[config.mk]
export PLATFORM = sky130hd
export DESIGN_NAME = adcc_top
export DESIGN_NICKNAME = d
export VERILOG_FILES = /design/src/adcc_pkg.sv /design/src/adcc_top.sv /design/src/adcc_clkdiv.sv /design/src/adcc_sar.sv
export SDC_FILE = /design/constraint.sdc
export NUM_CORES = 1
export LEC_CHECK = 0
export BUFFER_PORTS_ARGS = -buffer_cell sky130_fd_sc_hd__buf_2
export CELL_PAD_IN_SITES_DETAIL_PLACEMENT = 1
export CELL_PAD_IN_SITES_GLOBAL_PLACEMENT = 1
export CORE_ASPECT_RATIO = 1.5
export CORE_MARGIN = 8
export CORE_UTILIZATION = 38
export DETAILED_ROUTE_END_ITERATION = 12
export PLACE_DENSITY_LB_ADDON = 0.1
export SLEW_MARGIN = 30
export SYNTH_ARGS = -nofsm -noshare
export SYNTH_HDL_FRONTEND = slang
export SYNTH_SLANG_ARGS = --single-unit
[constraint.sdc]
create_clock -name aclk -period 2.8 [get_ports aclk]
set_clock_uncertainty 0.1 [all_clocks]
set_input_delay 0.14 -clock aclk [delete_from_list [all_inputs] [get_ports aclk]]
set_output_delay 0.14 -clock aclk [all_outputs]
set_load 0.03 [all_outputs]
[src/adcc_pkg.sv]
package adcc_pkg;
  localparam logic [3:0] ADCC_OFF_RESULT_LOW = 4'h0;
  localparam logic [3:0] ADCC_OFF_RESULT_HIGH = 4'h4;
  localparam logic [3:0] ADCC_OFF_CONTROL = 4'h8;
  localparam logic [3:0] ADCC_OFF_CONFIG = 4'hC;
  localparam logic [7:0] ADCC_CONTROL_RESET = 8'h40;
  localparam logic [7:0] ADCC_CONFIG_RESET = 8'h00;
  localparam int ADCC_BIT_START = 7;
  localparam int ADCC_BIT_BUSY = 6;
  localparam int ADCC_BIT_POWER = 5;
  localparam int ADCC_BIT_ALIGN = 4;
  localparam int ADCC_SRC_LSB = 0;
  localparam int ADCC_REF_LSB = 3;
  localparam int ADCC_DIV_LSB = 0;
  localparam logic [1:0] ADCC_REF_EXTERNAL = 2'h1;
  localparam logic [4:0] ADCC_SAMPLE_CYCLES = 5'h04;
  localparam logic [4:0] ADCC_CONVERT_CYCLES = 5'h0C;
  localparam logic [1:0] ADCC_RESP_OKAY = 2'h0;
  localparam logic [1:0] ADCC_RESP_SLVERR = 2'h2;

  typedef enum {ADCC_IDLE, ADCC_HELD, ADCC_SAMPLE, ADCC_CONVERT} adcc_state_type;

  typedef struct packed {
    logic power;
    logic align;
    logic [3:0] source;
    logic [1:0] reference;
    logic [2:0] divider;
  } adcc_cfg_type;
endpackage

[src/adcc_top.sv]
// How it works
// - A start bit high-then-low pulse begins one conversion.
// - Writing start high resets the converter and sets busy.
// - Busy reads one during conversion; hardware clears it at the end.
// - Conversion end raises a one-cycle interrupt request pulse.
// - Alignment zero: high byte bits 11..4, low nibble-up bits 3..0.
// - Alignment one: high byte low nibble bits 11..8, low byte 7..0.
// - Reference code 01 picks external pin; others pick analog supply.
// - Clock select divides system clock by 1 to 128.
// - Power enable must be one for conversions; clear to save power.
// - Four-bit source select routes exactly one input to the converter while power enable is one; none when it is zero.
// - Selected pin loses its pull-high resistor while power enable is one.
// - Configuration bits 7 to 5 always read zero.
// - Conversion lasts 4 sampling plus 12 converting clock cycles.
//
// Decided for this implementation: the address map and the AXI4-Lite interface to the registers.
`timescale 1ns/1ps
module adcc_top
  import adcc_pkg::*;
#(
  parameter int NUM_SOURCES = 16
) (
  input wire logic aclk,
  input wire logic aresetn,
  input wire logic [31:0] s_axi_awaddr,
  input wire logic s_axi_awvalid,
  output logic s_axi_awready,
  input wire logic [31:0] s_axi_wdata,
  input wire logic [3:0] s_axi_wstrb,
  input wire logic s_axi_wvalid,
  output logic s_axi_wready,
  output logic [1:0] s_axi_bresp,
  output logic s_axi_bvalid,
  input wire logic s_axi_bready,
  input wire logic [31:0] s_axi_araddr,
  input wire logic s_axi_arvalid,
  output logic s_axi_arready,
  output logic [31:0] s_axi_rdata,
  output logic [1:0] s_axi_rresp,
  output logic s_axi_rvalid,
  input wire logic s_axi_rready,
  input wire logic compare_in,
  output logic [11:0] dac_trial,
  output logic sample_hold,
  output logic converter_power_enable,
  output logic converter_reset,
  output logic external_reference_sel,
  output logic [NUM_SOURCES-1:0] source_route,
  output logic [NUM_SOURCES-1:0] pin_pullup_disable,
  output logic conv_done_irq
);
  logic [7:0] control_reg;
  logic [7:0] config_reg;
  logic [7:0] result_low_byte_reg;
  logic [7:0] result_high_byte_reg;
  logic busy_reg;
  logic start_prev_reg;
  adcc_state_type state_reg;
  logic [4:0] phase_count_reg;
  adcc_cfg_type cfg;
  logic tick;
  logic [11:0] trial;
  logic [11:0] sar_result;
  logic sar_clear;
  logic start_bit;
  logic start_rise;
  logic start_fall;
  logic conv_end;
  logic [31:0] aw_addr_reg;
  logic aw_have_reg;
  logic [31:0] w_data_reg;
  logic [3:0] w_strb_reg;
  logic w_have_reg;
  logic do_write;
  logic ctrl_write;
  logic [7:0] config_merged;

  function automatic logic [7:0] wmerge(input logic [7:0] old, input logic [7:0] val,
                                        input logic en);
    wmerge = en ? val : old;
  endfunction

  assign start_bit = control_reg[ADCC_BIT_START];
  assign cfg = '{power: control_reg[ADCC_BIT_POWER], align: control_reg[ADCC_BIT_ALIGN],
                 source: control_reg[ADCC_SRC_LSB +: 4], reference: config_reg[ADCC_REF_LSB +: 2],
                 divider: config_reg[ADCC_DIV_LSB +: 3]};

  // AXI write: address and data captured independently, response after both
  assign do_write = aw_have_reg && w_have_reg && !s_axi_bvalid;
  assign ctrl_write = do_write && aw_addr_reg[3:0] == ADCC_OFF_CONTROL
                      && aw_addr_reg[31:4] == 28'h0000000 && w_strb_reg[0];
  assign config_merged = wmerge(config_reg, w_data_reg[7:0], w_strb_reg[0]);

  always_ff @(posedge aclk) begin
    if (!aresetn) begin
      aw_have_reg <= 1'b0;
      aw_addr_reg <= 32'h00000000;
      s_axi_awready <= 1'b0;
    end else begin
      s_axi_awready <= !aw_have_reg && !s_axi_awready;
      if (s_axi_awvalid && s_axi_awready) begin
        aw_have_reg <= 1'b1;
        aw_addr_reg <= s_axi_awaddr;
        s_axi_awready <= 1'b0;
      end else if (do_write) begin
        aw_have_reg <= 1'b0;
      end
    end
  end

  always_ff @(posedge aclk) begin
    if (!aresetn) begin
      w_have_reg <= 1'b0;
      w_data_reg <= 32'h00000000;
      w_strb_reg <= 4'h0;
      s_axi_wready <= 1'b0;
    end else begin
      s_axi_wready <= !w_have_reg && !s_axi_wready;
      if (s_axi_wvalid && s_axi_wready) begin
        w_have_reg <= 1'b1;
        w_data_reg <= s_axi_wdata;
        w_strb_reg <= s_axi_wstrb;
        s_axi_wready <= 1'b0;
      end else if (do_write) begin
        w_have_reg <= 1'b0;
      end
    end
  end

  always_ff @(posedge aclk) begin
    if (!aresetn) begin
      s_axi_bvalid <= 1'b0;
      s_axi_bresp <= ADCC_RESP_OKAY;
    end else if (do_write) begin
      s_axi_bvalid <= 1'b1;
      s_axi_bresp <= (aw_addr_reg[31:4] == 28'h0000000 && aw_addr_reg[1:0] == 2'h0)
                     ? ADCC_RESP_OKAY : ADCC_RESP_SLVERR;
    end else if (s_axi_bready) begin
      s_axi_bvalid <= 1'b0;
    end
  end

  // Control register: busy is hardware-owned, never taken from the bus
  always_ff @(posedge aclk) begin
    if (!aresetn) begin
      control_reg <= ADCC_CONTROL_RESET;
      config_reg <= ADCC_CONFIG_RESET;
    end else begin
      if (ctrl_write) begin
        control_reg[7] <= w_data_reg[7];
        control_reg[5:0] <= w_data_reg[5:0];
      end
      if (do_write && aw_addr_reg[31:0] == {28'h0000000, ADCC_OFF_CONFIG}) begin
        config_reg <= {3'h0, config_merged[4:0]};
      end
    end
  end

  // Busy: a start rise wins; end of conversion clears it
  always_ff @(posedge aclk) begin
    if (!aresetn) begin
      busy_reg <= ADCC_CONTROL_RESET[ADCC_BIT_BUSY];
    end else if (start_rise) begin
      busy_reg <= 1'b1;
    end else if (conv_end) begin
      busy_reg <= 1'b0;
    end
  end

  assign start_rise = start_bit && !start_prev_reg;
  assign start_fall = !start_bit && start_prev_reg;

  always_ff @(posedge aclk) begin
    if (!aresetn) begin
      start_prev_reg <= 1'b0;
    end else begin
      start_prev_reg <= start_bit;
    end
  end

  // Conversion sequencer, sampling and converting steps counted in divided converter clock ticks
  always_ff @(posedge aclk) begin
    if (!aresetn || !cfg.power) begin
      state_reg <= ADCC_IDLE;
      phase_count_reg <= 5'h00;
    end else if (start_bit) begin
      state_reg <= ADCC_HELD;
      phase_count_reg <= 5'h00;
    end else begin
      case (state_reg)
        ADCC_IDLE: begin
          phase_count_reg <= 5'h00;
        end
        ADCC_HELD: begin
          state_reg <= ADCC_SAMPLE;
        end
        ADCC_SAMPLE: begin
          if (tick) begin
            if (phase_count_reg == ADCC_SAMPLE_CYCLES - 5'h01) begin
              state_reg <= ADCC_CONVERT;
              phase_count_reg <= 5'h00;
            end else begin
              phase_count_reg <= phase_count_reg + 5'h01;
            end
          end
        end
        ADCC_CONVERT: begin
          if (tick) begin
            if (phase_count_reg == ADCC_CONVERT_CYCLES - 5'h01) begin
              state_reg <= ADCC_IDLE;
              phase_count_reg <= 5'h00;
            end else begin
              phase_count_reg <= phase_count_reg + 5'h01;
            end
          end
        end
        default: begin
          state_reg <= ADCC_IDLE;
        end
      endcase
    end
  end

  assign conv_end = state_reg == ADCC_CONVERT && tick
                    && phase_count_reg == ADCC_CONVERT_CYCLES - 5'h01 && !start_bit && cfg.power;
  assign sar_clear = state_reg != ADCC_CONVERT;

  adcc_clkdiv u_clkdiv (
    .aclk(aclk),
    .aresetn(aresetn),
    .run(state_reg == ADCC_SAMPLE || state_reg == ADCC_CONVERT),
    .divider_select(cfg.divider),
    .tick(tick)
  );

  adcc_sar u_sar (
    .aclk(aclk),
    .aresetn(aresetn),
    .clear(sar_clear),
    .tick(tick),
    .compare_in(compare_in),
    .trial(trial),
    .result(sar_result)
  );

  // Result bytes load with busy clearing; last bit folded in from the comparator
  always_ff @(posedge aclk) begin
    if (!aresetn) begin
      result_low_byte_reg <= 8'h00;
      result_high_byte_reg <= 8'h00;
    end else if (conv_end) begin
      if (cfg.align) begin
        result_high_byte_reg <= {4'h0, sar_result[11:8]};
        result_low_byte_reg <= {sar_result[7:1], compare_in};
      end else begin
        result_high_byte_reg <= sar_result[11:4];
        result_low_byte_reg <= {sar_result[3:1], compare_in, 4'h0};
      end
    end
  end

  // Analog side controls, all registered
  always_ff @(posedge aclk) begin
    if (!aresetn) begin
      converter_power_enable <= 1'b0;
      converter_reset <= 1'b0;
      external_reference_sel <= 1'b0;
      sample_hold <= 1'b0;
      dac_trial <= 12'h000;
      conv_done_irq <= 1'b0;
    end else begin
      converter_power_enable <= cfg.power;
      converter_reset <= start_bit;
      external_reference_sel <= cfg.reference == ADCC_REF_EXTERNAL;
      sample_hold <= state_reg == ADCC_SAMPLE;
      dac_trial <= trial;
      conv_done_irq <= conv_end;
    end
  end

  // One-hot routing; the routed pin drops its pull-high
  for (genvar i = 0; i < NUM_SOURCES; i++) begin : g_route
    always_ff @(posedge aclk) begin
      if (!aresetn) begin
        source_route[i] <= 1'b0;
        pin_pullup_disable[i] <= 1'b0;
      end else begin
        source_route[i] <= cfg.power && cfg.source == 4'(i);
        pin_pullup_disable[i] <= cfg.power && cfg.source == 4'(i);
      end
    end
  end

  // AXI read
  always_ff @(posedge aclk) begin
    if (!aresetn) begin
      s_axi_arready <= 1'b0;
      s_axi_rvalid <= 1'b0;
      s_axi_rdata <= 32'h00000000;
      s_axi_rresp <= ADCC_RESP_OKAY;
    end else begin
      s_axi_arready <= !s_axi_rvalid && !s_axi_arready && !(s_axi_arvalid && s_axi_arready);
      if (s_axi_arvalid && s_axi_arready) begin
        s_axi_arready <= 1'b0;
        s_axi_rvalid <= 1'b1;
        s_axi_rresp <= ADCC_RESP_OKAY;
        s_axi_rdata <= 32'h00000000;
        if (s_axi_araddr[31:4] != 28'h0000000 || s_axi_araddr[1:0] != 2'h0) begin
          s_axi_rresp <= ADCC_RESP_SLVERR;
        end else begin
          case (s_axi_araddr[3:0])
            ADCC_OFF_RESULT_LOW: s_axi_rdata[7:0] <= result_low_byte_reg;
            ADCC_OFF_RESULT_HIGH: s_axi_rdata[7:0] <= result_high_byte_reg;
            ADCC_OFF_CONTROL: s_axi_rdata[7:0] <= {control_reg[7], busy_reg, control_reg[5:0]};
            ADCC_OFF_CONFIG: s_axi_rdata[7:0] <= {3'h0, config_reg[4:0]};
            default: s_axi_rresp <= ADCC_RESP_SLVERR;
          endcase
        end
      end else if (s_axi_rvalid && s_axi_rready) begin
        s_axi_rvalid <= 1'b0;
      end
    end
  end

  // Checks
  chk_busy_on_start: assert property (@(posedge aclk) disable iff (!aresetn)
    start_rise |=> busy_reg)
    else $error("busy not set by start");
  chk_busy_clear_end: assert property (@(posedge aclk) disable iff (!aresetn)
    conv_end && !start_rise |=> !busy_reg && conv_done_irq)
    else $error("busy not cleared at end");
  chk_held_while_start: assert property (@(posedge aclk) disable iff (!aresetn)
    start_bit && cfg.power |=> state_reg == ADCC_HELD && converter_reset)
    else $error("converter not held while start high");
  chk_fall_begins: assert property (@(posedge aclk) disable iff (!aresetn)
    start_fall && cfg.power && state_reg == ADCC_HELD |=> state_reg == ADCC_SAMPLE)
    else $error("start fall did not begin sampling");
  chk_result_align0: assert property (@(posedge aclk) disable iff (!aresetn)
    conv_end && !cfg.align |=> result_high_byte_reg == $past(sar_result[11:4])
                               && result_low_byte_reg[3:0] == 4'h0)
    else $error("left aligned result wrong");
  chk_result_align1: assert property (@(posedge aclk) disable iff (!aresetn)
    conv_end && cfg.align |=> result_high_byte_reg[7:4] == 4'h0
                              && result_low_byte_reg[7:1] == $past(sar_result[7:1]))
    else $error("right aligned result wrong");
  chk_ref_select: assert property (@(posedge aclk) disable iff (!aresetn)
    ##1 external_reference_sel == ($past(config_reg[4:3]) == 2'h1))
    else $error("reference select wrong");
  chk_config_top_zero: assert property (@(posedge aclk) disable iff (!aresetn)
    config_reg[7:5] == 3'h0)
    else $error("config upper bits nonzero");
  chk_route_onehot: assert property (@(posedge aclk) disable iff (!aresetn)
    $onehot0(source_route))
    else $error("more than one source routed");
  chk_results_with_busy: assert property (@(posedge aclk) disable iff (!aresetn)
    $changed(result_high_byte_reg) |-> $fell(busy_reg) || $past(start_rise))
    else $error("result changed without busy clearing");
  chk_sample_len: assert property (@(posedge aclk) disable iff (!aresetn)
    state_reg == ADCC_SAMPLE && tick && phase_count_reg == 5'h03 && !start_bit && cfg.power
    |=> state_reg == ADCC_CONVERT)
    else $error("sampling length wrong");

  cov_conversion: cover property (@(posedge aclk) disable iff (!aresetn) conv_end);
  cov_align1_done: cover property (@(posedge aclk) disable iff (!aresetn) conv_end && cfg.align);
  cov_restart: cover property (@(posedge aclk) disable iff (!aresetn)
    start_rise && state_reg == ADCC_CONVERT);
endmodule // adcc_top

[src/adcc_clkdiv.sv]
`timescale 1ns/1ps
module adcc_clkdiv
  import adcc_pkg::*;
(
  input wire logic aclk,
  input wire logic aresetn,
  input wire logic run,
  input wire logic [2:0] divider_select,
  output logic tick
);
  logic [6:0] count_reg;
  logic [6:0] limit;

  // Code n divides by 2**n
  assign limit = 7'((8'h01 << divider_select) - 8'h01);

  always_ff @(posedge aclk) begin
    if (!aresetn || !run) begin
      count_reg <= 7'h00;
      tick <= 1'b0;
    end else if (count_reg >= limit) begin
      count_reg <= 7'h00;
      tick <= 1'b1;
    end else begin
      count_reg <= count_reg + 7'h01;
      tick <= 1'b0;
    end
  end
endmodule // adcc_clkdiv

[src/adcc_sar.sv]
`timescale 1ns/1ps
module adcc_sar
  import adcc_pkg::*;
(
  input wire logic aclk,
  input wire logic aresetn,
  input wire logic clear,
  input wire logic tick,
  input wire logic compare_in,
  output logic [11:0] trial,
  output logic [11:0] result
);
  logic [11:0] bit_reg;

  // Successive approximation: keep each trial bit the comparator accepts
  always_ff @(posedge aclk) begin
    if (!aresetn || clear) begin
      bit_reg <= 12'h800;
      result <= 12'h000;
    end else if (tick && bit_reg != 12'h000) begin
      if (compare_in) begin
        result <= result | bit_reg;
      end
      bit_reg <= bit_reg >> 1;
    end
  end

  // Trial as it stands after this edge, so the registered copy at the converter
  // is current even when a tick falls on every clock
  always_comb begin
    if (!aresetn || clear) begin
      trial = 12'h800;
    end else if (tick && bit_reg != 12'h000) begin
      trial = (compare_in ? (result | bit_reg) : result) | (bit_reg >> 1);
    end else begin
      trial = result | bit_reg;
    end
  end
endmodule // adcc_sar

* Yosys cells after proc, flatten, opt, wreduce, memory -nomap -nowiden
Index checks and enable logic that the tools add are counted.
Storage, ports and cells: register bits 191, latch bits 0, RAM bits 0, bits in read-only memories 0, bits of input ports 108, output and inout port bits 90, word-level logic and storage cells 204, memories 0
Operators by class: add/sub/neg operators 3, multipliers 0, divide/modulo/power cells 0, $lt $le $gt $ge 1, equality and inequality tests 38, shifts and indexed selects 1, multiplexer cells 29, bitwise operators 4, reductions and logical operators 80
Operator list (number):
- 32-bit 2-to-1 mux | 4
- 32-bit one-hot mux with 4 select lines | 1
- 32-bit by 2-bit == test with 1-bit output (second input constant) | 2
- 32-bit by 3-bit == test with 1-bit output (second input constant) | 2
- 4-bit == test (second input constant) | 11
- 1-bit logical AND | 37
- 12-bit 2-to-1 mux | 3
- 32-bit by 1-bit == test with 1-bit output (second input constant) | 1
- 32-bit by 4-bit == test with 1-bit output (second input constant) | 1
- 32-bit zero test | 1
- 32-bit by 3-bit inequality test with 1-bit output (second input constant) | 1
- 8-bit one-hot mux with 4 select lines | 1
- 28-bit zero test | 1
- 28-bit nonzero test | 1
- 8-bit 2-to-1 mux | 3
- 4-bit by 3-bit == test with 1-bit output (second input constant) | 5
- 5-bit 2-to-1 mux | 4
- 5-bit one-hot mux with 3 select lines | 1
- 2-bit OR reduction | 7
- 1-bit zero test | 13
- 12-bit by 11-bit bitwise OR with 12-bit output | 1
- 12-bit bitwise OR | 1
- 12-bit nonzero test | 1
- 5-bit AND reduction | 2
- other kinds (25) | 51

* Depth between registers and ports, before layout
depth after elaboration 5, depth in mapped cells 7, mapped depth without buffers 6

* Cells and area by module
A second synthesis with hierarchy kept.
Second synthesis, totals: cells, all modules 740, area total of the unflattened synthesis 6673.9 µm²
Modules (own cells, without submodules):
- adcc_top | instances 1, cells each 572, area each 5134.9 µm²
- adcc_sar | instances 1, cells each 116, area each 1048.5 µm²
- adcc_clkdiv | instances 1, cells each 52, area each 490.5 µm²

* Worst setup path before layout
No wires, ideal clock.
path type reg2reg, from register phase_count_reg[0], to register result_high_byte_reg[3], setup time 0.086 ns, arrival time 1.977 ns, required time 2.614 ns, slack 0.638 ns, cell stages (with the launch flop) 7, path buffers 1, period minus slack after synthesis 2.162 ns, cell sequence dfxtp_1 ha_1 or3b_1 nor4_1 clkbuf_1 nor2_1 a211oi_1
Between the ends: word-level cells in the longest chain between the ends 4
Ends and longest elaborated chain:
- start, declared | line adcc_top.sv:59 | logic [4:0] phase_count_reg;
- start signal, assigned | line adcc_top.sv:203 | phase_count_reg <= phase_count_reg + 5'h01;
- start signal, assigned | line adcc_top.sv:213 | phase_count_reg <= phase_count_reg + 5'h01;
- 5-bit by 4-bit == test with 1-bit output | line adcc_top.sv:225 | && phase_count_reg == ADCC_CONVERT_CYCLES - 5'h01 && !start_bit && cfg.power;
- 1-bit logical AND (3 in a row) | line adcc_top.sv:225
- end signal, assigned | line adcc_top.sv:253 | result_high_byte_reg <= {4'h0, sar_result[11:8]};
- end signal, assigned | line adcc_top.sv:256 | result_high_byte_reg <= sar_result[11:4];
- end, declared | line adcc_top.sv:55 | logic [7:0] result_high_byte_reg;
No other way between the ends. A chain may end at the register's enable or synchronous reset.

* Final worst setup path
from register aw_addr_reg[21], to register control_reg[7]
Between the ends: word-level cells in the longest chain between the ends 3
Ends and longest elaborated chain:
- start, declared | line adcc_top.sv:69 | logic [31:0] aw_addr_reg;
- start signal, assigned | line adcc_top.sv:103 | aw_addr_reg <= s_axi_awaddr;
- 28-bit zero test | line adcc_top.sv:91 | && aw_addr_reg[31:4] == 28'h0000000 && w_strb_reg[0];
- 1-bit logical AND (2 in a row) | line adcc_top.sv:91
- end signal, assigned | line adcc_top.sv:150 | control_reg[7] <= w_data_reg[7];
- end, declared | line adcc_top.sv:52 | logic [7:0] control_reg;
No other way between the ends.

==> flow_summary.ini <==
[power]
vdd_ir_drop_max_mv = 0.3423
cellLeakagePower_nw = 3.316
power_mw = 5.119
power.density_nw_per_um2 = 614.3

[timing]
hold_viol_final = 0
max_freq_mhz = 434.3
finalMaxSlewViolations = 0
setup_viol = 0
finalCritPeriodShare_pct = 82.24
layout_min_cycle_time_ns = 2.303
rsz0062_at_grt = false
worst_pin_slew_ns = 0.7650
max_slew_margin_pct = 49.00
fin_ws_ns = 0.4972
timing.setup.tns_ns = 0
whs_ns = 0.1473

[layout]
regArea_sq_um = 3163
fillers = 1992
layout.cells.non_filler = 1119
multi_input_area_sq_um = 2893
layout.nets = 1016
final_layout_size_suffix_gt1_share_pct = 22.00
final_util_pct = 49.71
stdcell_area_sq_um = 8333
mostFrequentLayoutCell = dfxtp_1
antenna_cells = 0
largest_register_ff_count = 32
areaGrowthSynthToFinish_pct = 28.70
final_cell_mix = dfxtp_1, buf_2, nand2_1

[routing]
drc = 0
drt_iter0_drc = 182
first_pass_iters = 4
wl_um = 18870
wl_per_cell_um = 16.86
vias_per_cell = 5.004
drtAntennaViolNets = 0
routed-via-count = 5600

[worst_setup_path]
startpoint_type = flop
worstReg2RegStart = aw_addr_reg[21]
cp.arrival_ns = 2.54
rr_endpoint = control_reg[7]
path_max_fanout = 7
crit_type = reg2reg
r2r_cells = 4
r2r_slack_ns = 0.50
end_kind = flop
critPathRequiredTime_ns = 3.04

[global_routing]
grt_pass1_vias = 6143
grt_usage_pct = 17.84
grt_pass1_wl_um = 30500
antenna_found_initial = 0
gr-total-overflow = 0
grt_max_degree = 56

[placed_design]
placed_cell_area_sq_um = 7162
pre_cts_slack_ns = 0.5442
gp_congestion = 0.7409
dpl.cell_count = 1033
io_buffers = 143
hpwlAfterDp_um = 13450

[clock_tree]
numCtsBuffers = 17
cts_buffer_depth = 2
post_cts_buffers = 0
clkTransAtPathRegs_ns = 0.07
clk_latency_ns = 0.43
clock-sinks = 158
cts-htree-levels = 4
cts_tree = done
root_buffer = clkbuf_16

[synth]
ys_top_cells_by_area = dfxtp_1, nand2_1, a21oi_1
ys_ff_latch = 158
syn-mean-instance-area_sq_um = 8.906
synth_edf_count = 0
syn-cell-area_sq_um = 6475
syn_inst = 727
synth_top_area_share_pct = 48.85
seq_area_frac_synth_pct = 48.85
synth_top_cell_by_area = dfxtp_1
ys_types = 51
synthFlopType = dfxtp_1
synth-async-reset-ratio_pct = 0
ys_warn_count = 0

[worst_hold_path]
hold_start = aresetn
min_to = s_axi_rdata[4]
whs_path_depth = 3
hold_path_class = in2reg

[status]
run_status = completed

[die]
io_pins = 198
die_y_um = 175.9
dieArea_sq_um = 21560
fp-row-count = 58
core_sq_um = 16760
die_w_um = 122.6
start_util_pct = 38.63

[run]
max_cap_viol_count = 0
## cell families after synthesis
kind of cell    count (synthesis)  synth area share [%]
compound gates                120                 11.17
xor+xnor                        5                0.6765
fa+ha+maj                      12                 2.319
buf+inv                        95                 8.058
flops                         158                 48.85
mux                            41                 7.343
other cells                     1               0.05792
simple gates                  295                 21.53
## worst max-delay path by stage
stage               cells after the start          startpoint                       to
floorplan                               6  phase_count_reg[0]  result_high_byte_reg[3]
global placement                        5  phase_count_reg[0]  result_high_byte_reg[7]
detailed placement                      5  phase_count_reg[0]  result_high_byte_reg[7]
CTS                                     4     aw_addr_reg[21]           control_reg[7]
global route                            5  phase_count_reg[0]  result_high_byte_reg[7]
finish                                  4     aw_addr_reg[21]           control_reg[7]
## where the power goes
part / total, mW / switching [mW] / internal, mW
logic: 0.334 / 0.195 / 0.139
clock network: 2.47 / 0.956 / 1.52
registers: 2.31 / 0.0265 / 2.28
total: 5.12 / 1.18 / 3.94
## layout make-up
type | count | share of cell area, %
well taps | 210 | 3.153
clock inverters | 13 | 2.237
flip-flops and latches | 158 | 37.96
clock buffers | 19 | 5.315
inverters | 12 | 0.5556
multi-input cells | 499 | 34.71
repair buffers | 208 | 16.07
## cell usage after synthesis (2+ instances only)
library cell,n
or3_1,3
nor4_1,19
buf_4,42
inv_1,10
nor2b_1,4
buf_1,5
and2_1,9
clkbuf_1,35
mux2i_1,34
nand3_1,20
o21a_1,5
nor3_1,13
o21ai_0,4
ha_1,12
mux2_1,2
a2bb2oi_1,3
mux4_2,5
nor2_1,71
a21oi_1,76
nand2_1,120
a221oi_1,9
a31oi_1,2
nand2b_1,6
or4_1,5
nand4_1,4
a21o_1,4
dfxtp_1,158
a211oi_1,8
inv_2,2
xor2_1,2
xnor2_1,3
nor3b_1,5
nand3b_1,6
o31a_1,4
## critical path: stages, from the launching register on
cell	delay [ns]
dfxtp_1	0.31
or4_1	0.55
or3_4	0.44
nor4_4	0.53
mux2i_1	0.29
## metal layers
| layer | up-vias | share of wire, % | track usage (%) |
|---|---|---|---|
| met1 | 2715 | 37 | 17.32 |
| met5 | - | 0 | 0 |
| met2 | 101 | 56 | 34.86 |
| met4 | 0 | 1.8 | 5.609 |
| li1 | 2767 | - | - |
| met3 | 17 | 4.4 | 4.757 |
## timing repair
| item | CTS | global route |
|---|---|---|
| hold endpoints to repair | 45 | 0 |
| gates resized for setup | 0 | 0 |
| hold buffers | 54 | 0 |
Note: power is estimated with default switching activity, not from simulation.
